**src/hdl/uart_ictl_pkg.sv**
```systemverilog
// Package: register map, fields, codes and types for the FIFO control and interrupt status block
package uart_ictl_pkg;
    localparam int          ADDR_W           = 4;
    localparam logic [3:0]  ADDR_FIFO_CTRL   = 4'h2;  // Write side of the shared offset
    localparam logic [3:0]  ADDR_INT_STATUS  = 4'h2;  // Read side of the shared offset
    localparam logic [3:0]  ADDR_INT_ENABLE  = 4'h1;
    localparam logic [3:0]  ADDR_ENH_FEATURE = 4'h3;
    localparam logic [3:0]  ADDR_RX_LEVEL    = 4'h4;
    localparam logic [3:0]  ADDR_TX_LEVEL    = 4'h5;
    localparam logic [3:0]  ADDR_FLOW_HIGH   = 4'h6;
    localparam logic [3:0]  ADDR_FLOW_LOW    = 4'h7;
    localparam logic [3:0]  ADDR_FIFO_STATE  = 4'h8;

    localparam int FCR_EN_BIT    = 0;
    localparam int FCR_RXCLR_BIT = 1;
    localparam int FCR_TXCLR_BIT = 2;
    localparam int FCR_TXTRG_LSB = 4;
    localparam int FCR_RXTRG_LSB = 6;
    localparam int EFR_ENH_BIT   = 4;

    localparam int IE_RX_DATA  = 0;
    localparam int IE_TX_EMPTY = 1;
    localparam int IE_LINE     = 2;
    localparam int IE_MODEM    = 3;
    localparam int IE_XOFF     = 5;
    localparam int IE_RTS      = 6;
    localparam int IE_CTS      = 7;

    localparam logic [7:0] FIFO_CTRL_RESET  = 8'h00;
    localparam logic [7:0] INT_ENABLE_RESET = 8'h00;
    localparam logic [7:0] ENH_RESET        = 8'h00;
    localparam logic [7:0] LEVEL_RESET      = 8'h00;
    localparam logic [7:0] STATUS_IDLE      = 8'h01;

    localparam logic [7:0] RX_TRIG_0 = 8'h08;
    localparam logic [7:0] RX_TRIG_1 = 8'h10;
    localparam logic [7:0] RX_TRIG_2 = 8'h18;
    localparam logic [7:0] RX_TRIG_3 = 8'h1C;
    localparam logic [7:0] TX_TRIG_0 = 8'h10;
    localparam logic [7:0] TX_TRIG_1 = 8'h08;
    localparam logic [7:0] TX_TRIG_2 = 8'h18;
    localparam logic [7:0] TX_TRIG_3 = 8'h1E;

    localparam logic [5:0] CODE_LINE    = 6'h06;
    localparam logic [5:0] CODE_RX_DATA = 6'h04;
    localparam logic [5:0] CODE_RX_TOUT = 6'h0C;
    localparam logic [5:0] CODE_TX      = 6'h02;
    localparam logic [5:0] CODE_MODEM   = 6'h00;
    localparam logic [5:0] CODE_XOFF    = 6'h10;
    localparam logic [5:0] CODE_FLOWPIN = 6'h20;

    typedef enum logic [2:0] {
        SRC_NONE, SRC_LINE, SRC_RX, SRC_TX, SRC_MODEM, SRC_XOFF, SRC_FLOWPIN
    } int_source_type;

    typedef struct packed {
        logic             wr;
        logic             rd;
        logic [ADDR_W-1:0] addr;
        logic [7:0]       wdata;
    } reg_req_type;

    typedef struct packed {
        logic line_err;    // Receiver error level
        logic rx_timeout;  // Receive time-out level
        logic modem_chg;   // Modem status change level
        logic xoff_match;  // Pulse: Xoff received
        logic xon_match;   // Pulse: Xon received
        logic cts_rts_chg; // Pulse: flow pin edge
    } uart_events_type;
endpackage : uart_ictl_pkg

```
**src/hdl/uart_fifo_ctrl_int_status.sv**
```systemverilog
// Module: FIFO control, trigger levels and prioritized interrupt status for a UART
`timescale 1ns/1ps
`default_nettype none

// What this block does
// - Control bit 0 enables both FIFOs
// - Bit 1 flushes receive FIFO, self-clears
// - Bit 2 flushes transmit FIFO, self-clears
// - Bits 7:6 choose receive trigger 8/16/24/28
// - Receive-ready raised when count reaches trigger
// - Bits 5:4 choose transmit trigger 16/8/24/30
// - Transmit-empty raised when count drops below trigger
// - Nonzero level registers override two-bit fields
// - Status read returns highest pending code
// - Lower source hidden while higher pending
// - Line status is level 1, code 000110
// - Data ready 000100, time-out 001100, level 2
// - Transmit holding empty is level 3, 000010
// - Modem change is level 4, code zero
// - Flow pin change is level 6, 100000
// - Bits 5:4 only with enhanced bit 4
// - Xoff flag holds until Xon received or enhanced bit 4 cleared
// - Status bits 7:6 show FIFO enable
// - Status bit 0 low when pending
// - Receive-ready clears when count drops below
// - Transmit-empty cleared by write or status read reporting it
module uart_fifo_ctrl_int_status
    import uart_ictl_pkg::*;
#(
    parameter int DEPTH = 32,              // FIFO depth in bytes
    parameter int CNT_W = 8                // Width of the fill counters
) (
    input  wire logic                          clk,          // 100 MHz clock
    input  wire logic                          sys_rst,      // Async reset, active high
    input  wire uart_ictl_pkg::reg_req_type    req,          // Register bus request
    output logic [7:0]                         rdata,        // Read data, cycle after read
    input  wire uart_ictl_pkg::uart_events_type events,      // Events from the UART core
    input  wire logic                          rx_push,      // Byte into receive FIFO
    input  wire logic                          rx_pop,       // Byte read out of receive FIFO
    input  wire logic                          tx_push,      // Host writes holding register
    input  wire logic                          tx_pop,       // Serializer takes a byte
    output logic                               fifo_enable,  // FIFO mode on
    output logic                               rx_flush,     // One-cycle receive flush
    output logic                               tx_flush,     // One-cycle transmit flush
    output logic [CNT_W-1:0]                   rx_count,     // Receive fill count
    output logic [CNT_W-1:0]                   tx_count,     // Transmit fill count
    output logic [CNT_W-1:0]                   rx_trigger,   // Active receive trigger level
    output logic                               int_pending   // Any enabled source pending
);
    import uart_ictl_pkg::*;

    localparam logic [CNT_W-1:0] DEPTH_C = CNT_W'(DEPTH);

    logic [7:0]     fcr_q;
    logic [7:0]     ier_q;
    logic [7:0]     efr_q;
    logic [7:0]     rx_lvl_q, tx_lvl_q, flow_hi_q, flow_lo_q;
    logic [CNT_W-1:0] rx_cnt_q, tx_cnt_q;
    logic           rx_flush_q, tx_flush_q;
    logic           tx_empty_q;
    logic           tx_below_q;
    logic           xoff_q, flowpin_q;
    logic [7:0]     rdata_q;
    logic           pend_q;
    logic [CNT_W-1:0] rx_trig_q;

    function automatic logic is_wr(input reg_req_type r, input logic [3:0] a);
        return r.wr && (r.addr == a);
    endfunction : is_wr

    function automatic logic is_rd(input reg_req_type r, input logic [3:0] a);
        return r.rd && (r.addr == a);
    endfunction : is_rd

    // Control registers
    always_ff @(posedge clk or posedge sys_rst) begin
        if (sys_rst) begin
            fcr_q <= FIFO_CTRL_RESET;
        end else if (is_wr(req, ADDR_FIFO_CTRL)) begin
            fcr_q <= {req.wdata[7:4], 1'b0, 2'b00, req.wdata[FCR_EN_BIT]};
        end
    end

    always_ff @(posedge clk or posedge sys_rst) begin
        if (sys_rst) begin
            ier_q     <= INT_ENABLE_RESET;
            efr_q     <= ENH_RESET;
            rx_lvl_q  <= LEVEL_RESET;
            tx_lvl_q  <= LEVEL_RESET;
            flow_hi_q <= LEVEL_RESET;
            flow_lo_q <= LEVEL_RESET;
        end else begin
            if (is_wr(req, ADDR_INT_ENABLE))  ier_q     <= req.wdata;
            if (is_wr(req, ADDR_ENH_FEATURE)) efr_q     <= req.wdata;
            if (is_wr(req, ADDR_RX_LEVEL))    rx_lvl_q  <= req.wdata;
            if (is_wr(req, ADDR_TX_LEVEL))    tx_lvl_q  <= req.wdata;
            if (is_wr(req, ADDR_FLOW_HIGH))   flow_hi_q <= req.wdata;
            if (is_wr(req, ADDR_FLOW_LOW))    flow_lo_q <= req.wdata;
        end
    end

    // Flush strobes: the written bit lives one cycle, then reads back zero
    always_ff @(posedge clk or posedge sys_rst) begin
        if (sys_rst) begin
            rx_flush_q <= 1'b0;
            tx_flush_q <= 1'b0;
        end else begin
            rx_flush_q <= is_wr(req, ADDR_FIFO_CTRL) && req.wdata[FCR_RXCLR_BIT];
            tx_flush_q <= is_wr(req, ADDR_FIFO_CTRL) && req.wdata[FCR_TXCLR_BIT];
        end
    end

    // Trigger levels
    logic       override;
    logic [7:0] rx_trig8, tx_trig8;
    logic [CNT_W-1:0] rx_trig, tx_trig;

    always_comb begin
        override = (rx_lvl_q != 8'h00) || (tx_lvl_q != 8'h00) ||
                   (flow_hi_q != 8'h00) || (flow_lo_q != 8'h00);
        case (fcr_q[FCR_RXTRG_LSB +: 2])
            2'b00:   rx_trig8 = RX_TRIG_0;
            2'b01:   rx_trig8 = RX_TRIG_1;
            2'b10:   rx_trig8 = RX_TRIG_2;
            default: rx_trig8 = RX_TRIG_3;
        endcase
        case (fcr_q[FCR_TXTRG_LSB +: 2])
            2'b00:   tx_trig8 = TX_TRIG_0;
            2'b01:   tx_trig8 = TX_TRIG_1;
            2'b10:   tx_trig8 = TX_TRIG_2;
            default: tx_trig8 = TX_TRIG_3;
        endcase
        if (override) begin
            rx_trig8 = rx_lvl_q;
            tx_trig8 = tx_lvl_q;
        end
        // Non-FIFO mode behaves as a one-byte holding register
        rx_trig = fcr_q[FCR_EN_BIT] ? CNT_W'(rx_trig8) : CNT_W'(1);
        tx_trig = fcr_q[FCR_EN_BIT] ? CNT_W'(tx_trig8) : CNT_W'(1);
    end

    // Fill counters; a flush drops any byte of the same cycle
    always_ff @(posedge clk or posedge sys_rst) begin
        if (sys_rst) begin
            rx_cnt_q <= '0;
        end else if (rx_flush_q) begin
            rx_cnt_q <= '0;
        end else if (rx_push && !rx_pop && rx_cnt_q != DEPTH_C) begin
            rx_cnt_q <= rx_cnt_q + CNT_W'(1);
        end else if (rx_pop && !rx_push && rx_cnt_q != '0) begin
            rx_cnt_q <= rx_cnt_q - CNT_W'(1);
        end
    end

    always_ff @(posedge clk or posedge sys_rst) begin
        if (sys_rst) begin
            tx_cnt_q <= '0;
        end else if (tx_flush_q) begin
            tx_cnt_q <= '0;
        end else if (tx_push && !tx_pop && tx_cnt_q != DEPTH_C) begin
            tx_cnt_q <= tx_cnt_q + CNT_W'(1);
        end else if (tx_pop && !tx_push && tx_cnt_q != '0) begin
            tx_cnt_q <= tx_cnt_q - CNT_W'(1);
        end
    end

    // Receive-ready is a pure level of the count, so it drops by itself
    logic rx_ready;
    assign rx_ready = (rx_cnt_q >= rx_trig);

    // Transmit-empty latches on entry below trigger; write or status read reporting it clears it
    logic tx_below;
    logic isr_read;
    logic tx_selected;
    int_source_type src;
    assign tx_below = (tx_cnt_q < tx_trig);
    assign isr_read = is_rd(req, ADDR_INT_STATUS);

    always_ff @(posedge clk or posedge sys_rst) begin
        if (sys_rst) begin
            tx_below_q <= 1'b1;
            tx_empty_q <= 1'b0;
        end else begin
            tx_below_q <= tx_below;
            if (tx_below && !tx_below_q) begin
                tx_empty_q <= 1'b1;
            end else if (tx_push || (isr_read && tx_selected)) begin
                tx_empty_q <= 1'b0;
            end
        end
    end

    // Enhanced-mode sticky flags; set wins over clear
    always_ff @(posedge clk or posedge sys_rst) begin
        if (sys_rst) begin
            xoff_q    <= 1'b0;
            flowpin_q <= 1'b0;
        end else begin
            if (events.xoff_match && efr_q[EFR_ENH_BIT]) begin
                xoff_q <= 1'b1;
            end else if (events.xon_match || !efr_q[EFR_ENH_BIT]) begin
                xoff_q <= 1'b0;
            end
            if (events.cts_rts_chg && efr_q[EFR_ENH_BIT]) begin
                flowpin_q <= 1'b1;
            end else if ((isr_read && src == SRC_FLOWPIN) || !efr_q[EFR_ENH_BIT]) begin
                flowpin_q <= 1'b0;
            end
        end
    end

    // Priority encoder over enabled sources
    logic [5:0]     code;

    always_comb begin
        src  = SRC_NONE;
        code = 6'h00;
        if (events.line_err && ier_q[IE_LINE]) begin
            src  = SRC_LINE;
            code = CODE_LINE;
        end else if ((rx_ready || events.rx_timeout) && ier_q[IE_RX_DATA]) begin
            src  = SRC_RX;
            code = events.rx_timeout && !rx_ready ? CODE_RX_TOUT : CODE_RX_DATA;
        end else if (tx_empty_q && ier_q[IE_TX_EMPTY]) begin
            src  = SRC_TX;
            code = CODE_TX;
        end else if (events.modem_chg && ier_q[IE_MODEM]) begin
            src  = SRC_MODEM;
            code = CODE_MODEM;
        end else if (xoff_q && efr_q[EFR_ENH_BIT] && ier_q[IE_XOFF]) begin
            src  = SRC_XOFF;
            code = CODE_XOFF;
        end else if (flowpin_q && efr_q[EFR_ENH_BIT] && (ier_q[IE_CTS] || ier_q[IE_RTS])) begin
            src  = SRC_FLOWPIN;
            code = CODE_FLOWPIN;
        end
    end
    assign tx_selected = (src == SRC_TX);

    logic [7:0] isr_val;
    always_comb begin
        isr_val = (src == SRC_NONE) ? STATUS_IDLE : {2'b00, code};
        isr_val[7:6] = {2{fcr_q[FCR_EN_BIT]}};
    end

    // Read port: data stand in the cycle after the strobe only
    always_ff @(posedge clk or posedge sys_rst) begin
        if (sys_rst) begin
            rdata_q <= 8'h00;
        end else if (req.rd) begin
            case (req.addr)
                ADDR_INT_STATUS:  rdata_q <= isr_val;
                ADDR_INT_ENABLE:  rdata_q <= ier_q;
                ADDR_ENH_FEATURE: rdata_q <= efr_q;
                ADDR_RX_LEVEL:    rdata_q <= rx_lvl_q;
                ADDR_TX_LEVEL:    rdata_q <= tx_lvl_q;
                ADDR_FLOW_HIGH:   rdata_q <= flow_hi_q;
                ADDR_FLOW_LOW:    rdata_q <= flow_lo_q;
                ADDR_FIFO_STATE:  rdata_q <= 8'(rx_cnt_q);
                default:          rdata_q <= 8'h00;
            endcase
        end else begin
            rdata_q <= 8'h00;
        end
    end

    always_ff @(posedge clk or posedge sys_rst) begin
        if (sys_rst) begin
            pend_q    <= 1'b0;
            rx_trig_q <= '0;
        end else begin
            pend_q    <= (src != SRC_NONE);
            rx_trig_q <= rx_trig;
        end
    end

    assign rdata       = rdata_q;
    assign fifo_enable = fcr_q[FCR_EN_BIT];
    assign rx_flush    = rx_flush_q;
    assign tx_flush    = tx_flush_q;
    assign rx_count    = rx_cnt_q;
    assign tx_count    = tx_cnt_q;
    assign rx_trigger  = rx_trig_q;
    assign int_pending = pend_q;

    AST_RX_FLUSH_ONE: assert property (@(posedge clk) disable iff (sys_rst)
        rx_flush_q |=> !rx_flush_q || $past(is_wr(req, ADDR_FIFO_CTRL)))
        else $error("receive flush strobe stuck");
    AST_RX_FLUSH_ZERO: assert property (@(posedge clk) disable iff (sys_rst)
        rx_flush_q |=> rx_cnt_q == '0)
        else $error("receive count not cleared by flush");
    AST_TX_FLUSH_ZERO: assert property (@(posedge clk) disable iff (sys_rst)
        tx_flush_q |=> tx_cnt_q == '0)
        else $error("transmit count not cleared by flush");
    AST_FIFO_BITS: assert property (@(posedge clk) disable iff (sys_rst)
        isr_read |=> rdata[7:6] == {2{$past(fcr_q[FCR_EN_BIT])}})
        else $error("status bits 7:6 differ from FIFO enable");
    AST_IDLE_BIT: assert property (@(posedge clk) disable iff (sys_rst)
        isr_read |=> rdata[0] == !$past(src != SRC_NONE))
        else $error("status bit 0 wrong");
    AST_LINE_FIRST: assert property (@(posedge clk) disable iff (sys_rst)
        (isr_read && events.line_err && ier_q[IE_LINE]) |=> rdata[5:0] == CODE_LINE)
        else $error("line status not reported first");
    AST_RX_LEVEL: assert property (@(posedge clk) disable iff (sys_rst)
        (fcr_q[FCR_EN_BIT] && !override && fcr_q[FCR_RXTRG_LSB +: 2] == 2'b01
         && rx_cnt_q >= CNT_W'(RX_TRIG_1)
         && ier_q[IE_RX_DATA] && !(events.line_err && ier_q[IE_LINE])) |-> src == SRC_RX)
        else $error("receive-ready missed at trigger");
    AST_RX_BELOW: assert property (@(posedge clk) disable iff (sys_rst)
        (fcr_q[FCR_EN_BIT] && !override && fcr_q[7:6] == 2'b00 && rx_cnt_q < CNT_W'(8)
         && !events.rx_timeout) |-> src != SRC_RX)
        else $error("receive-ready held below trigger");
    AST_TX_CLEAR: assert property (@(posedge clk) disable iff (sys_rst)
        (tx_push && !(tx_below && !tx_below_q)) |=> !tx_empty_q)
        else $error("transmit-empty not cleared by write");
    AST_DISABLED_HIDDEN: assert property (@(posedge clk) disable iff (sys_rst)
        (ier_q == 8'h00) |-> src == SRC_NONE)
        else $error("disabled source reported");
    AST_XOFF_HOLD: assert property (@(posedge clk) disable iff (sys_rst)
        (xoff_q && !events.xon_match && efr_q[EFR_ENH_BIT]) |=> xoff_q)
        else $error("xoff flag dropped without xon");
    AST_ENH_GATE: assert property (@(posedge clk) disable iff (sys_rst)
        !efr_q[EFR_ENH_BIT] ##1 !efr_q[EFR_ENH_BIT] |-> !xoff_q && !flowpin_q)
        else $error("enhanced bits set while disabled");

    // Control writes, trigger decode and the reported codes
    AST_FIFO_EN: assert property (@(posedge clk) disable iff (sys_rst)
        is_wr(req, ADDR_FIFO_CTRL) |=> fifo_enable == $past(req.wdata[FCR_EN_BIT]))
        else $error("fifo enable not taken from bit 0");
    AST_RX_FLUSH_SET: assert property (@(posedge clk) disable iff (sys_rst)
        (is_wr(req, ADDR_FIFO_CTRL) && req.wdata[FCR_RXCLR_BIT]) |=> rx_flush)
        else $error("receive flush not raised");
    AST_TX_FLUSH_SET: assert property (@(posedge clk) disable iff (sys_rst)
        (is_wr(req, ADDR_FIFO_CTRL) && req.wdata[FCR_TXCLR_BIT]) |=> tx_flush)
        else $error("transmit flush not raised");
    AST_TX_FLUSH_ONE: assert property (@(posedge clk) disable iff (sys_rst)
        tx_flush_q |=> !tx_flush_q || $past(is_wr(req, ADDR_FIFO_CTRL)))
        else $error("transmit flush strobe stuck");
    AST_RX_TRIG_CODE: assert property (@(posedge clk) disable iff (sys_rst)
        (fcr_q[FCR_EN_BIT] && !override && fcr_q[FCR_RXTRG_LSB +: 2] == 2'b10)
        |-> rx_trig == CNT_W'(RX_TRIG_2))
        else $error("receive trigger code 10 wrong");
    AST_TX_TRIG_CODE: assert property (@(posedge clk) disable iff (sys_rst)
        (fcr_q[FCR_EN_BIT] && !override && fcr_q[FCR_TXTRG_LSB +: 2] == 2'b11)
        |-> tx_trig == CNT_W'(TX_TRIG_3))
        else $error("transmit trigger code 11 wrong");
    AST_OVERRIDE: assert property (@(posedge clk) disable iff (sys_rst)
        (fcr_q[FCR_EN_BIT] && flow_hi_q != 8'h00) |-> rx_trig == CNT_W'(rx_lvl_q))
        else $error("flow level did not hand trigger to level register");
    AST_TX_SET: assert property (@(posedge clk) disable iff (sys_rst)
        (tx_cnt_q < tx_trig && !tx_below_q) |=> tx_empty_q)
        else $error("transmit-empty not raised below trigger");
    AST_TX_READ_CLR: assert property (@(posedge clk) disable iff (sys_rst)
        (isr_read && src == SRC_TX && tx_below_q) |=> !tx_empty_q)
        else $error("transmit-empty not cleared by status read");
    AST_RX_OVER_TX: assert property (@(posedge clk) disable iff (sys_rst)
        (isr_read && rx_ready && ier_q[IE_RX_DATA] && !(events.line_err && ier_q[IE_LINE]))
        |=> rdata[5:0] == CODE_RX_DATA)
        else $error("lower source shown over receive-ready");
    AST_TOUT_CODE: assert property (@(posedge clk) disable iff (sys_rst)
        (isr_read && src == SRC_RX && !rx_ready) |=> rdata[5:0] == CODE_RX_TOUT)
        else $error("time-out code wrong");
    AST_TX_CODE: assert property (@(posedge clk) disable iff (sys_rst)
        (isr_read && src == SRC_TX) |=> rdata[5:0] == CODE_TX)
        else $error("transmit-empty code wrong");
    AST_MODEM_CODE: assert property (@(posedge clk) disable iff (sys_rst)
        (isr_read && src == SRC_MODEM) |=> rdata[5:0] == CODE_MODEM)
        else $error("modem code wrong");
    AST_XOFF_CODE: assert property (@(posedge clk) disable iff (sys_rst)
        (isr_read && src == SRC_XOFF) |=> rdata[5:0] == CODE_XOFF)
        else $error("xoff code wrong");
    AST_FLOWPIN_CODE: assert property (@(posedge clk) disable iff (sys_rst)
        (isr_read && src == SRC_FLOWPIN) |=> rdata[5:0] == CODE_FLOWPIN)
        else $error("flow pin code wrong");
    AST_ENH_BITS: assert property (@(posedge clk) disable iff (sys_rst)
        (isr_read && !efr_q[EFR_ENH_BIT]) |=> rdata[5:4] == 2'b00)
        else $error("status bits 5:4 set without enhanced mode");
endmodule : uart_fifo_ctrl_int_status

`default_nettype wire

```
**config.mk**
```make
export PLATFORM = sky130hd
export DESIGN_NAME = uart_fifo_ctrl_int_status
export DESIGN_NICKNAME = d
export VERILOG_FILES = /design/src/hdl/uart_ictl_pkg.sv /design/src/hdl/uart_fifo_ctrl_int_status.sv
export SDC_FILE = /design/constraint.sdc
export NUM_CORES = 1
export LEC_CHECK = 0
export ABC_AREA = 0
export BUFFER_PORTS_ARGS = -buffer_cell sky130_fd_sc_hd__buf_4
export CAP_MARGIN = 20
export CORE_ASPECT_RATIO = 2
export CORE_MARGIN = 2
export CORE_UTILIZATION = 50
export CTS_CLUSTER_DIAMETER = 80
export CTS_CLUSTER_SIZE = 40
export DETAILED_ROUTE_END_ITERATION = 12
export PLACE_DENSITY = 0.7
export SLEW_MARGIN = 20
export SYNTH_ARGS = -nofsm -noshare
export SYNTH_HDL_FRONTEND = slang
export SYNTH_SLANG_ARGS = --single-unit
```
**constraint.sdc**
```tcl
create_clock -name clk -period 3.5 [get_ports clk]
set_input_delay 0.35 -clock clk [delete_from_list [all_inputs] [get_ports clk]]
set_output_delay 0.35 -clock clk [all_outputs]
set_load 0.03 [all_outputs]
```
# Word level (Yosys, flattened, before mapping)
# Cells that the tools add are included.
dict set report totals {
  ff_bits 92
  in_bits 26
}
dict set report classes {
  eq_ne 16
  magnitude_cmp 2
  n_mux 34
  n_reduce_logical 62
  n_addsub 4
}
# cell count
set ops {}
lappend ops {{8-bit 2-to-1 mux} 11}
lappend ops {{8-bit case mux with 8 select lines} 1}
lappend ops {{8-bit nonzero test} 6}
lappend ops {{6-bit 2-to-1 mux} 7}
lappend ops {{1-bit logical AND} 32}
lappend ops {{5-bit case mux with 3 select lines} 2}
lappend ops {{3-bit 2-to-1 mux} 6}
lappend ops {{8-bit by 1-bit adder with 8-bit output (second input constant)} 2}
lappend ops {{4-bit by 3-bit equality test with 1-bit output (second input constant)} 4}
lappend ops {{8-bit by 6-bit inequality test with 1-bit output (second input constant)} 2}
lappend ops {{8-bit by 1-bit subtractor with 8-bit output (second input constant)} 2}
lappend ops {{3-bit nonzero test} 3}
lappend ops {{4-bit by 2-bit equality test with 1-bit output (second input constant)} 2}
lappend ops {{8-bit greater-or-equal comparator} 1}
lappend ops {{1-bit logical OR} 8}
lappend ops {{8-bit < comparator} 1}
lappend ops {{1-bit zero test} 7}
lappend ops {{1-bit 2-to-1 mux} 6}
lappend ops {{2-bit nonzero test} 3}
lappend ops {{2-bit by 1-bit equality test with 1-bit output (second input constant)} 2}
lappend ops {{2-bit equality test (second input constant)} 2}
lappend ops {{4-bit by 1-bit equality test with 1-bit output (second input constant)} 1}
lappend ops {{4-bit equality test (second input constant)} 1}
lappend ops {{2-bit zero test} 2}
lappend ops {{4 further kinds} 4}

# Depth between registers and ports, before layout
# Gate-level depths: netlist (run 1).
dict set report depth {
  depth_word 16
  depth_mapped 12
  ltp_nobuf 12
}

# Worst setup path after synthesis (run 1)
# No wires, ideal clock.
dict set report synth_path {
  path_kind {register to register}
  from {reg rx_cnt_q[2] (netlist: rx_count[2])}
  to {reg rx_cnt_q[6] (netlist: rx_count[6])}
  required_time_ps 3380
  path_stages_with_launch 12
  path_slack_ps 507
  setup_ps 120
  arrival_time_ps 2874
  n_path_buf 0
  path_cell_list {dfrtp_1 > or4_4 > nor4_4 > a21oi_2 > inv_1 > ha_1 > nor2b_1 > o21ai_1 > a21boi_1 > o21a_1 > or3_1 > a31o_1}
}
dict set report synth_via {
  elab_chain_len 4
}
# item line
set synth_rtl {}
lappend synth_rtl {{start: declaration} uart_fifo_ctrl_int_status.sv:58} ;# logic [CNT_W-1:0] rx_cnt_q, tx_cnt_q;
lappend synth_rtl {{start signal: assignment} uart_fifo_ctrl_int_status.sv:149} ;# rx_cnt_q <= rx_cnt_q + CNT_W'(1);
lappend synth_rtl {{start signal: assignment} uart_fifo_ctrl_int_status.sv:151} ;# rx_cnt_q <= rx_cnt_q - CNT_W'(1);
lappend synth_rtl {{8-bit by 1-bit subtractor with 8-bit output or 8-bit by 6-bit inequality test with 1-bit output (tied branches)} {uart_fifo_ctrl_int_status.sv:151, uart_fifo_ctrl_int_status.sv:148}}
lappend synth_rtl {{8-bit 2-to-1 mux or 1-bit logical AND (tied branches)} {uart_fifo_ctrl_int_status.sv:150, uart_fifo_ctrl_int_status.sv:148}}
lappend synth_rtl {{8-bit 2-to-1 mux} uart_fifo_ctrl_int_status.sv:148} ;# end else if (rx_push && !rx_pop && rx_cnt_q != DEPTH_C) begin
lappend synth_rtl {{8-bit 2-to-1 mux} uart_fifo_ctrl_int_status.sv:146} ;# end else if (rx_flush_q) begin
# Several ways; a longest one is shown, not always the timed one. The select of a mux whose other input is x is not followed.
# A chain may end at the register's enable or synchronous reset.

# Final worst setup path (run 1)
dict set report layout_path {
  from {reg tx_lvl_q[7]}
  to {reg tx_empty_q}
}
dict set report layout_via {
  elab_chain_len 15
}
# item line
set layout_rtl {}
lappend layout_rtl {{start: declaration} uart_fifo_ctrl_int_status.sv:57} ;# logic [7:0] rx_lvl_q, tx_lvl_q, flow_hi_q, flow_lo_q;
lappend layout_rtl {{start signal: assignment} uart_fifo_ctrl_int_status.sv:96} ;# if (is_wr(req, ADDR_TX_LEVEL)) tx_lvl_q <= req.wdata;
lappend layout_rtl {{8-bit nonzero test} uart_fifo_ctrl_int_status.sv:119} ;# override = (rx_lvl_q != 8'h00) || (tx_lvl_q != 8'h00) ||
lappend layout_rtl {{1-bit logical OR (2 in series)} uart_fifo_ctrl_int_status.sv:119}
lappend layout_rtl {{1-bit logical OR} uart_fifo_ctrl_int_status.sv:120} ;# (flow_hi_q != 8'h00) || (flow_lo_q != 8'h00);
lappend layout_rtl {{8-bit 2-to-1 mux} uart_fifo_ctrl_int_status.sv:133} ;# if (override) begin
lappend layout_rtl {{8-bit 2-to-1 mux} uart_fifo_ctrl_int_status.sv:138} ;# rx_trig = fcr_q[FCR_EN_BIT] ? CNT_W'(rx_trig8) : CNT_W'(1);
lappend layout_rtl {{8-bit greater-or-equal comparator} uart_fifo_ctrl_int_status.sv:169} ;# assign rx_ready = (rx_cnt_q >= rx_trig);
lappend layout_rtl {{1-bit logical OR} uart_fifo_ctrl_int_status.sv:221} ;# end else if ((rx_ready || events.rx_timeout) && ier_q[IE_RX_DATA]) begin
lappend layout_rtl {{1-bit logical AND} uart_fifo_ctrl_int_status.sv:221}
lappend layout_rtl {{3-bit 2-to-1 mux} uart_fifo_ctrl_int_status.sv:221}
lappend layout_rtl {{3-bit 2-to-1 mux} uart_fifo_ctrl_int_status.sv:218} ;# if (events.line_err && ier_q[IE_LINE]) begin
lappend layout_rtl {{3-bit by 2-bit equality test with 1-bit output} uart_fifo_ctrl_int_status.sv:238} ;# assign tx_selected = (src == SRC_TX);
lappend layout_rtl {{1-bit logical AND} uart_fifo_ctrl_int_status.sv:187} ;# end else if (tx_push || (isr_read && tx_selected)) begin
lappend layout_rtl {{1-bit logical OR} uart_fifo_ctrl_int_status.sv:187}
lappend layout_rtl {{2-bit nonzero test (no source line)} n/a}
lappend layout_rtl {{end signal: assignment} uart_fifo_ctrl_int_status.sv:182} ;# tx_empty_q <= 1'b0;
lappend layout_rtl {{end signal: assignment} uart_fifo_ctrl_int_status.sv:186} ;# tx_empty_q <= 1'b1;
lappend layout_rtl {{end signal: assignment} uart_fifo_ctrl_int_status.sv:188} ;# tx_empty_q <= 1'b0;
lappend layout_rtl {{end: declaration} uart_fifo_ctrl_int_status.sv:60} ;# logic tx_empty_q;
# Several ways; a longest one is shown, not always the timed one.

==> results by group, run 1 <==
Status
  – Status: finished clean

Die
  – Initial Util: 50.7%
  – Die area: 0.0114 mm²
  – Number of I/O pins: 62
  – Die H: 149 µm
  – Die Span X: 76.6 µm
  – Core Area: 0.0104 mm²
  – Row count: 53

Flow run
  – Max-cap violation count: 0

STA
  – Worst Skew: 0.00890 ns
  – Fin crit share: 92.9%
  – # setup viols final: 0
  – Final Hold Viols: 0
  – Worst slew pin tran: 0.641 ns
  – Worst rel slew slack: 57.0%
  – Slew Limit Fails: 0
  – FMAX: 308 MHz
  – Post-layout minimum cycle time: 3.25 ns
  – RSZ-0062 raised after global routing: false
  – Total negative slack: 0 ns

Synthesis
  – Post-Synthesis Cells: 490
  – Post-Syn Nets: 545
  – Main synth FF type: dfrtp_1
  – Sequential area share after synthesis: 43.7%
  – Post-synth ARST share: 100%
  – Library cells used by synthesis: 65
  – Flops & latches, synth: 92
  – Post-synth EDFFs: 0
  – Cell area after synthesis: 0.00528 mm²
  – Syn avg cell area: 10.8 µm²
  – Synthesis warning total: 0
  – Synth area leader: dfrtp_1
  – Synth top area share: 43.2%
  – Synth area leaders: dfrtp_1, mux2_1, ha_1

Global route
  – Global router's overall resource usage: 27.0%
  – Grt total ovfl: 0
  – Largest net degree at the start of global routing: 93
  – Vias in the first global route: 4330
  – First-pass GRT wire length: 23300 µm
  – Antenna violations before repair: 0

Final layout
  – Layout cells sized above 1: 22.0%
  – ANT cells: 0
  – Reg area: 0.00230 mm²
  – Multi-input gate area in the final layout: 0.00280 mm²
  – Filler cells: 874
  – Nets: 614
  – Syn-to-layout area delta: 19.2%
  – Commonest non-fill, non-tap cell in the layout: dfrtp_1
  – Most frequent cells in the layout: dfrtp_1, buf_4, mux2_1, nand2_1, ha_1

Clocking
  – Total CTS buffers: 9
  – Post-CTS setup buffers: 0
  – Hold-fix buffer count after cts: 0
  – Clk root buf: clkbuf_16
  – PostCTS Resize Cnt: 0
  – Clk sinks: 92
  – CTS tree: done
  – CTS clk-pin slew, worst paths: 0.07 ns
  – Clock tree buffer depth: 2
  – H-tree depth: 3
  – Worst-skew pair later-pin latency: 0.35 ns

Critical path
  – CP bufs+invs: 1
  – CP most frequent cell: nor2_1
  – Crit-path cells: nor4_1 > nand4_1 > nor2_1 > buf_4 > nor2_1 > nand2_1 > ha_1 > a211o_1 > a211oi_1 > o21ai_1 > and2_1 > o311a_1 > o22ai_1
  – Slowest cell on crit path: dfrtp_1
  – Worst setup startpoint: tx_lvl_q[7]
  – Worst-path fanout max: 4
  – WP data required: 3.77 ns
  – Largest delay contributor family on the critical path: simple AND/OR/NAND/NOR gates
  – Reg-to-Reg End: tx_empty_q
  – R2R cell count: 13
  – CP max stage delay: 0.47 ns
  – Worst Setup Path Type: reg -> reg
  – Crit. End Element: flop
  – Reg2Reg Launch Point: tx_lvl_q[7]
  – Crit path DAT: 3.52 ns
  – Reg-to-reg setup timing slack: 0.25 ns
  – Critical Path Source Type: flop

Power
  – Sw power: 1900 µW
  – Worst vdd ir: 0.000429 V
  – Switching Share: 39.2%
  – Power Density: 771 mW/mm²
  – Total power: 4850 µW
  – Part of the power in registers: 34.4%
  – P_int: 2950 µW
  – Comb pwr share: 41.6%
  – Clock network fraction of design power: 24.0%
  – Leakage: 0.00291 µW

Route
  – Wire per inst: 21.5 µm
  – Routed Antenna Nets: 0
  – Drt first pass iters: 5
  – DRT iter0 DRCs: 254
  – Total number of vias: 4214
  – Total Wirelength: 15100 µm
  – DR DRC count: 0
  – Vias per inst: 6.01

Placed design
  – Gpl congestion: 0.956
  – Dpl hpwl: 11600 µm
  – PortBufs: 61

Hold path
  – Hold WC Path Type: in -> async
worst min-delay path: stages:
cell      delay, ns
buf_4          0.11
clkinv_2       0.05
buf_12         0.39
cell type report:
class	instances	area share [%]
timing repair buffer	73	8.92
clock inverter	6	1.85
tap	137	2.73
sequential	92	36.6
clock buffer	10	3.80
multi-input combinational	358	44.5
inverter	25	1.51
power by group through the flow:
stage          clock network, µW  registers (µW)  logic (µW)
6_report                    1160            1670        2020
4_1_cts                     1170            1660        2010
5_1_grt                     1220            1700        2190
2_1_floorplan                  0            1820        1140
3_3_place_gp                   0            1670        1930
3_5_place_dp                   0            1680        2000
through the flow:
| step | utilization (%) | std cells | hold WS (ns) | instance area [µm²] | setup WS (ns) |
|---|---|---|---|---|---|
| 2_1_floorplan | - | 490 | 0.457 | 5280 | 0.507 |
| 3_3_place_gp | 56.9 | 685 | 0.474 | 5920 | 0.368 |
| 3_5_place_dp | 56.9 | 685 | 0.479 | 5920 | 0.315 |
| 4_1_cts | 60.3 | 701 | 0.135 | 6280 | 0.298 |
| 5_1_grt | 60.4 | 701 | 0.157 | 6290 | 0.00549 |
| 6_report | 60.4 | 701 | 0.103 | 6290 | 0.250 |
sequential cells by signal, indices dropped and copies added (netlist names), 5 cells and up:
register,cells
rx_trigger,8
rx_count,8
efr_q,8
rx_lvl_q,8
rdata,8
fcr_q,5
tx_count,8
ier_q,8
flow_lo_q,8
tx_lvl_q,8
flow_hi_q,8
cells by family (layout without fill, tap and decap cells):
logic type / Yosys count / in the layout / synth area share (%)
buf+inv: 40 / 114 / 3.37
compound gates: 118 / 118 / 15.7
mux: 62 / 62 / 13.8
simple gates: 143 / 143 / 15.1
xor+xnor: 6 / 6 / 1.28
fa+ha+maj: 29 / 29 / 7.16
flops: 92 / 92 / 43.7
layer usage:
metal | up-vias | share of wire (%) | global-route usage [%]
met4 | 0 | 6.6 | 17.6
met5 | - | 0 | 0
met3 | 55 | 3.5 | 4.24
li1 | 1954 | - | -
met1 | 2053 | 36 | 27.9
met2 | 152 | 53 | 49.7
synth_stat cells (all sizes together), types with 3 or more instances:
| cell | count |
|---|---|
| a211oi | 8 |
| nand4 | 4 |
| nand2 | 33 |
| o41ai | 6 |
| o21ai | 21 |
| xnor2 | 4 |
| ha | 27 |
| nor2b | 10 |
| and2b | 3 |
| nor3 | 8 |
| and2 | 6 |
| or3 | 3 |
| a31oi | 3 |
| o22ai | 8 |
| inv | 25 |
| a2bb2oi | 3 |
| o31ai | 4 |
| nor4 | 10 |
| nand3 | 11 |
| a32o | 4 |
| and3b | 3 |
| mux2 | 58 |
| nand2b | 11 |
| a21oi | 25 |
| o211ai | 4 |
| dfrtp | 91 |
| clkbuf | 5 |
| a22oi | 9 |
| and3 | 10 |
| nor2 | 27 |
| o21a | 7 |
| buf | 10 |
how the worst max path moves through the flow:
stage          slack, ns           to  cells after the start
6_report            0.25   tx_empty_q                     13
5_1_grt            0.005     rdata[1]                     14
4_1_cts             0.30   tx_empty_q                     13
3_5_place_dp        0.32     rdata[1]                     13
3_3_place_gp        0.37     rdata[1]                     12
2_1_floorplan       0.51  rx_count[6]                     11
Power figures use the tool's default switching activity.
==> run 2, diff against run 1 <==
--- a/config.mk
+++ b/config.mk
@@ -10,11 +10,11 @@
 export CAP_MARGIN = 20
 export CORE_ASPECT_RATIO = 2
 export CORE_MARGIN = 2
-export CORE_UTILIZATION = 50
+export CORE_UTILIZATION = 55
 export CTS_CLUSTER_DIAMETER = 80
 export CTS_CLUSTER_SIZE = 40
 export DETAILED_ROUTE_END_ITERATION = 12
-export PLACE_DENSITY = 0.7
+export PLACE_DENSITY = 0.76
 export SLEW_MARGIN = 20
 export SYNTH_ARGS = -nofsm -noshare
 export SYNTH_HDL_FRONTEND = slang
==> run 2 against run 1 <==
Hold slack improved by 0.026 ns. Setup slack worse by 0.039 ns. Sequential cell count unchanged. Clock skew decreased by 0.0056 ns. Via count shrank 0.12%. Sequential share of layout area is 0.67 points higher. Final area fell by 1.8%. Combinational power down 2%. Largest power group unchanged.
==> results by group, run 2 (same netlist as run 1, synthesis figures left out) <==
Global route
  – First-pass GRT wire length: 22600 µm (was 23300 µm)
  – Largest net degree at the start of global routing: 49 (was 93)
  – Grt total ovfl: 0 (unchanged)
  – Vias in the first global route: 4352 (was 4330)
  – Global router's overall resource usage: 29.3% (was 27.0%)
  – Antenna violations before repair: 0 (unchanged)

Critical path
  – Reg-to-reg setup timing slack: 0.21 ns (was 0.25 ns)
  – R2R cell count: 12 (was 13)
  – Worst-path fanout max: 5 (was 4)
  – Critical Path Source Type: flop (unchanged)
  – Reg-to-Reg End: rdata[1] (was tx_empty_q)
  – Crit. End Element: flop (unchanged)
  – CP max stage delay: 0.48 ns (was 0.47 ns)
  – WP data required: 3.69 ns (was 3.77 ns)
  – Worst Setup Path Type: reg -> reg (unchanged)
  – Crit path DAT: 3.48 ns (was 3.52 ns)
  – Crit-path cells: nor4_1 > nand4_1 > nor2_2 > and3_1 > o21ai_1 > ha_1 > a211o_1 > a31oi_1 > o21ai_1 > and2_1 > o311ai_1 > a21oi_1 (was nor4_1 > nand4_1 > nor2_1 > buf_4 > nor2_1 > nand2_1 > ha_1 > a211o_1 > a211oi_1 > o21ai_1 > and2_1 > o311a_1 > o22ai_1)
  – Reg2Reg Launch Point: tx_lvl_q[6] (was tx_lvl_q[7])
  – CP most frequent cell: o21ai_1 (was nor2_1)
  – Slowest cell on crit path: dfrtp_1 (unchanged)
  – Worst setup startpoint: tx_lvl_q[6] (was tx_lvl_q[7])

Flow run
  – Max-cap violation count: 0 (unchanged)

Final layout
  – Layout cells sized above 1: 21.6% (was 22.0%)
  – Commonest non-fill, non-tap cell in the layout: dfrtp_1 (unchanged)
  – ANT cells: 0 (unchanged)
  – Util after Layout: 66.2% (was 60.4%)
  – Most frequent cells in the layout: dfrtp_1, buf_4, mux2_1, nand2_1, ha_1 (unchanged)
  – Nets: 610 (was 614)
  – Filler cells: 733 (was 874)
  – Syn-to-layout area delta: 17.0% (was 19.2%)

Power
  – Power Density: 754 mW/mm² (was 771 mW/mm²)
  – Leakage: 0.00286 µW (was 0.00291 µW)
  – Worst vdd ir: 0.000364 V (was 0.000429 V)

Route
  – Total number of vias: 4209 (was 4214)
  – Total Wirelength: 14200 µm (was 15100 µm)
  – DRT iter0 DRCs: 300 (was 254)
  – Wire per inst: 21.4 µm (was 21.5 µm)
  – Routed Antenna Nets: 0 (unchanged)
  – Drt first pass iters: 4 (was 5)
  – Vias per inst: 6.34 (was 6.01)
  – DR DRC count: 0 (unchanged)

Clocking
  – Post-CTS setup buffers: 0 (unchanged)
  – CTS clk-pin slew, worst paths: 0.06 ns (was 0.07 ns)
  – Total CTS buffers: 9 (unchanged)
  – H-tree depth: 3 (unchanged)
  – CTS tree: done (unchanged)
  – Worst-skew pair later-pin latency: 0.34 ns (was 0.35 ns)
  – Clk sinks: 92 (unchanged)
  – Clock tree buffer depth: 2 (unchanged)
  – Clk root buf: clkbuf_16 (unchanged)

Status
  – Status: finished clean (unchanged)

Placed design
  – Dpl hpwl: 11000 µm (was 11600 µm)
  – PortBufs: 61 (unchanged)
  – Gpl congestion: 0.962 (was 0.956)

STA
  – # setup viols final: 0 (unchanged)
  – Slew Limit Fails: 0 (unchanged)
  – Fin crit share: 94.0% (was 92.9%)
  – Worst rel slew slack: 48.2% (was 57.0%)
  – FMAX: 304 MHz (was 308 MHz)
  – Post-layout minimum cycle time: 3.29 ns (was 3.25 ns)
  – Worst slew pin tran: 0.776 ns (was 0.641 ns)
  – Final Hold Viols: 0 (unchanged)
  – Worst Skew: 0.00327 ns (was 0.00890 ns)
  – WHS: 0.129 ns (was 0.103 ns)

Die
  – Die H: 143 µm (was 149 µm)
  – Initial Util: 56.6% (was 50.7%)
  – Core Area: 0.00932 mm² (was 0.0104 mm²)
  – Row count: 50 (was 53)
  – Die Span X: 73.3 µm (was 76.6 µm)
  – Number of I/O pins: 62 (unchanged)
  – Die area: 0.0104 mm² (was 0.0114 mm²)

Hold path
  – Hold WC Path Type: in -> async (unchanged)
-- run 2: changes by cell type in the layout (fill, tap and decap cells not counted) --
cell / change
bufinv_16: -2
clkbuf_8: +1
clkinv_2: +1
inv_6: -2
clkinvlp_4: +2
nor2_2: +1
buf_4: -4
nor2_1: -1
-- run 2: power by group --
part | switching [µW] | internal, µW
sequential | 337 | 1340
clock | 408 | 594
combinational | 1110 | 865
total | 1860 | 2800
-- run 2: cell type report --
class                   instances  area, µm²  area share [%]
multi-input cells             358       2800            45.4
clock inverters                 5       58.8           0.953
well taps                     104        130            2.11
repair buffers                 69        531            8.59
inverters                      25       95.1            1.54
flip-flops and latches         92       2300            37.3
clock buffers                  11        253            4.09
-- run 2: through the flow --
step | total power, µW | std cells | cell area (µm²) | TNS [ns] | setup WS (ns)
floorplan | 2960 | 490 | 5280 | 0 | 0.507
global placement | 3550 | 648 | 5850 | 0 | 0.260
detailed placement | 3650 | 648 | 5850 | 0 | 0.218
CTS | 4660 | 664 | 6160 | 0 | 0.193
global route | 4930 | 664 | 6170 | -0.0234 | -0.0234
finish | 4660 | 664 | 6170 | 0 | 0.211
-- run 2: critical path: cells and delay by family (launching register included) --
kind                     cells  cell delay (ns)
AO/OA/AOI/OAI                6             1.15
adder cells (fa/ha/maj)      1             0.31
flip-flops                   1             0.48
AND/OR/NAND/NOR              5             1.20
-- run 2: layer usage --
metal | share of wire [%] | track usage (%)
met1 | 37 | 31.8
met2 | 54 | 51.4
met3 | 3.1 | 4.11
met4 | 5.9 | 18.4
met5 | 0 | 0
-- run 2: how the worst max path moves through the flow --
stage | to | slack, ns
6_report | rdata[1] | 0.21
5_1_grt | rdata[1] | -0.02
4_1_cts | rdata[1] | 0.19
3_5_place_dp | rdata[1] | 0.22
3_3_place_gp | rdata[1] | 0.26
2_1_floorplan | rx_count[6] | 0.51
-- run 2: repair_timing --
item,CTS,global route
hold buffers,0,0
endpoints found under the setup margin,0,3
resized for setup,0,2
==> run 3, diff against run 2 <==
--- a/config.mk
+++ b/config.mk
@@ -14,7 +14,8 @@
 export CTS_CLUSTER_DIAMETER = 80
 export CTS_CLUSTER_SIZE = 40
 export DETAILED_ROUTE_END_ITERATION = 12
-export PLACE_DENSITY = 0.76
+export GPL_ROUTABILITY_DRIVEN = 0
+export PLACE_DENSITY = 0.85
 export SLEW_MARGIN = 20
 export SYNTH_ARGS = -nofsm -noshare
 export SYNTH_HDL_FRONTEND = slang
==> run 3 against run 2 <==
Non-clock buffer count fell by 2. Critical path type unchanged. Clock-buffer cell count fell by 1. Hold slack improved by 0.039 ns. Global-route usage rose by 0.60 points.
==> results by group, run 3 (same netlist as run 1, synthesis figures left out) <==
STA
  – Worst Skew: 0.00850 ns (was 0.00327 ns)
  – Total negative slack: 0 ns (unchanged)
  – Slew Limit Fails: 0 (unchanged)
  – Worst rel slew slack: 36.4% (was 48.2%)
  – RSZ-0062 raised after global routing: false
  – Final setup margin: 0.197 ns (was 0.211 ns)
  – Worst slew pin tran: 0.954 ns (was 0.776 ns)
  – Post-layout minimum cycle time: 3.30 ns (was 3.29 ns)
  – FMAX: 303 MHz (was 304 MHz)
  – WHS: 0.167 ns (was 0.129 ns)
  – # setup viols final: 0 (unchanged)
  – Fin crit share: 94.4% (was 94.0%)
  – Final Hold Viols: 0 (unchanged)

Placed design
  – PortBufs: 61 (unchanged)
  – Dpl hpwl: 10800 µm (was 11000 µm)
  – Dpl ws: 0.131 ns (was 0.218 ns)

Final layout
  – Util after Layout: 66.3% (was 66.2%)
  – ANT cells: 0 (unchanged)
  – Commonest non-fill, non-tap cell in the layout: dfrtp_1 (unchanged)
  – Nets: 608 (was 610)
  – Syn-to-layout area delta: 17.1% (was 17.0%)
  – Layout cells sized above 1: 21.3% (was 21.6%)
  – Most frequent cells in the layout: dfrtp_1, buf_4, mux2_1, nand2_1, ha_1 (unchanged)

Route
  – Total Wirelength: 14500 µm (was 14200 µm)
  – DRT iter0 DRCs: 312 (was 300)
  – Vias per inst: 6.50 (was 6.34)
  – DR DRC count: 0 (unchanged)
  – Routed Antenna Nets: 0 (unchanged)
  – Wire per inst: 21.9 µm (was 21.4 µm)
  – Total number of vias: 4301 (was 4209)
  – Drt first pass iters: 5 (was 4)

Global route
  – Global router's overall resource usage: 29.9% (was 29.3%)
  – Grt total ovfl: 0 (unchanged)
  – Antenna violations before repair: 0 (unchanged)
  – Vias in the first global route: 4451 (was 4352)
  – Largest net degree at the start of global routing: 56 (was 49)
  – First-pass GRT wire length: 23100 µm (was 22600 µm)

Critical path
  – Largest delay contributor family on the critical path: simple AND/OR/NAND/NOR gates (unchanged)
  – CP most frequent cell: o21ai_1 (unchanged)
  – Crit. End Element: flop (unchanged)
  – R2R cell count: 12 (unchanged)
  – WP data required: 3.70 ns (was 3.69 ns)
  – Reg2Reg Launch Point: flow_hi_q[6] (was tx_lvl_q[6])
  – Critical Path Source Type: flop (unchanged)
  – Crit path DAT: 3.50 ns (was 3.48 ns)
  – Worst-path fanout max: 5 (unchanged)
  – Slowest cell on crit path: dfrtp_1 (unchanged)
  – Crit-path cells: nor4_1 > nand4_1 > nor2_2 > and3_1 > o21ai_1 > ha_1 > a211o_1 > a31oi_1 > o21ai_1 > and2_1 > o311ai_1 > a21oi_1 (unchanged)
  – CP max stage delay: 0.38 ns (was 0.48 ns)
  – Worst Setup Path Type: reg -> reg (unchanged)
  – CP bufs+invs: 0 (unchanged)
  – Reg-to-reg setup timing slack: 0.20 ns (was 0.21 ns)
  – Reg-to-Reg End: rdata[1] (unchanged)

Clocking
  – Clk root buf: clkbuf_16 (unchanged)
  – H-tree depth: 3 (unchanged)
  – CTS clk-pin slew, worst paths: 0.07 ns (was 0.06 ns)
  – CTS tree: done (unchanged)
  – Worst-skew pair later-pin latency: 0.35 ns (was 0.34 ns)
  – Total CTS buffers: 9 (unchanged)
  – PostCTS Resize Cnt: 0 (unchanged)
  – Hold-fix buffer count after cts: 0 (unchanged)
  – Clk sinks: 92 (unchanged)
  – Post-CTS setup buffers: 0 (unchanged)
  – Clock tree buffer depth: 2 (unchanged)

Die
  – Die Span X: 73.3 µm (unchanged)
  – Die area: 0.0104 mm² (unchanged)
  – Row count: 50 (unchanged)
  – Number of I/O pins: 62 (unchanged)
  – Core Area: 0.00932 mm² (unchanged)
  – Die H: 143 µm (unchanged)
  – Initial Util: 56.6% (unchanged)

Power
  – Leakage: 0.00286 µW (about the same)
  – Power Density: 768 mW/mm² (was 754 mW/mm²)
  – Worst vdd ir: 0.000367 V (was 0.000364 V)

Status
  – Status: finished clean (unchanged)

Hold path
  – Hold WC Path Type: in -> async (unchanged)

Flow run
  – Max-cap violation count: 0 (unchanged)
## run 3: metrics by stage
stage                     cell area, µm²  std cells  power, µW
after floorplan                     5280        490       2960
after global placement              5830        646       3510
after detailed placement            5830        646       3620
after CTS                           6160        662       4710
after global routing                6180        662       5010
final                               6180        662       4740
## run 3: layer usage
| metal | share of wire (%) | vias up | GRT usage, % |
|---|---|---|---|
| met5 | 0 | - | 0 |
| met4 | 7.1 | 0 | 19.9 |
| met3 | 4.9 | 66 | 5.45 |
| met2 | 53 | 201 | 51.4 |
| met1 | 35 | 2093 | 32.2 |
| li1 | - | 1941 | - |
## run 3: worst max path at each step
| stage | depth (start not counted) | slack [ns] | from | end |
|---|---|---|---|---|
| finish | 12 | 0.20 | flow_hi_q[6] | rdata[1] |
| CTS | 12 | 0.09 | flow_lo_q[0] | rdata[1] |
| global route | 12 | 0.004 | tx_lvl_q[6] | rdata[1] |
| detailed placement | 12 | 0.13 | flow_lo_q[0] | rdata[1] |
| floorplan | 11 | 0.51 | rx_count[2] | rx_count[6] |
| global placement | 12 | 0.25 | flow_lo_q[0] | rdata[1] |
## run 3: cell type report
cell class	instances	area, µm²
Fill cell	692	3140
Multi-Input combinational cell	358	2810
Sequential cell	92	2300
Timing Repair Buffer	67	503
Clock buffer	10	239
Tap cell	104	130
Clock inverter	6	96.3
Inverter	25	95.1
## run 3: power breakdown
part	total (µW)	internal (µW)	switching (µW)
combinational	1970	856	1120
clock	1080	652	425
sequential	1690	1340	352
total	4740	2850	1890
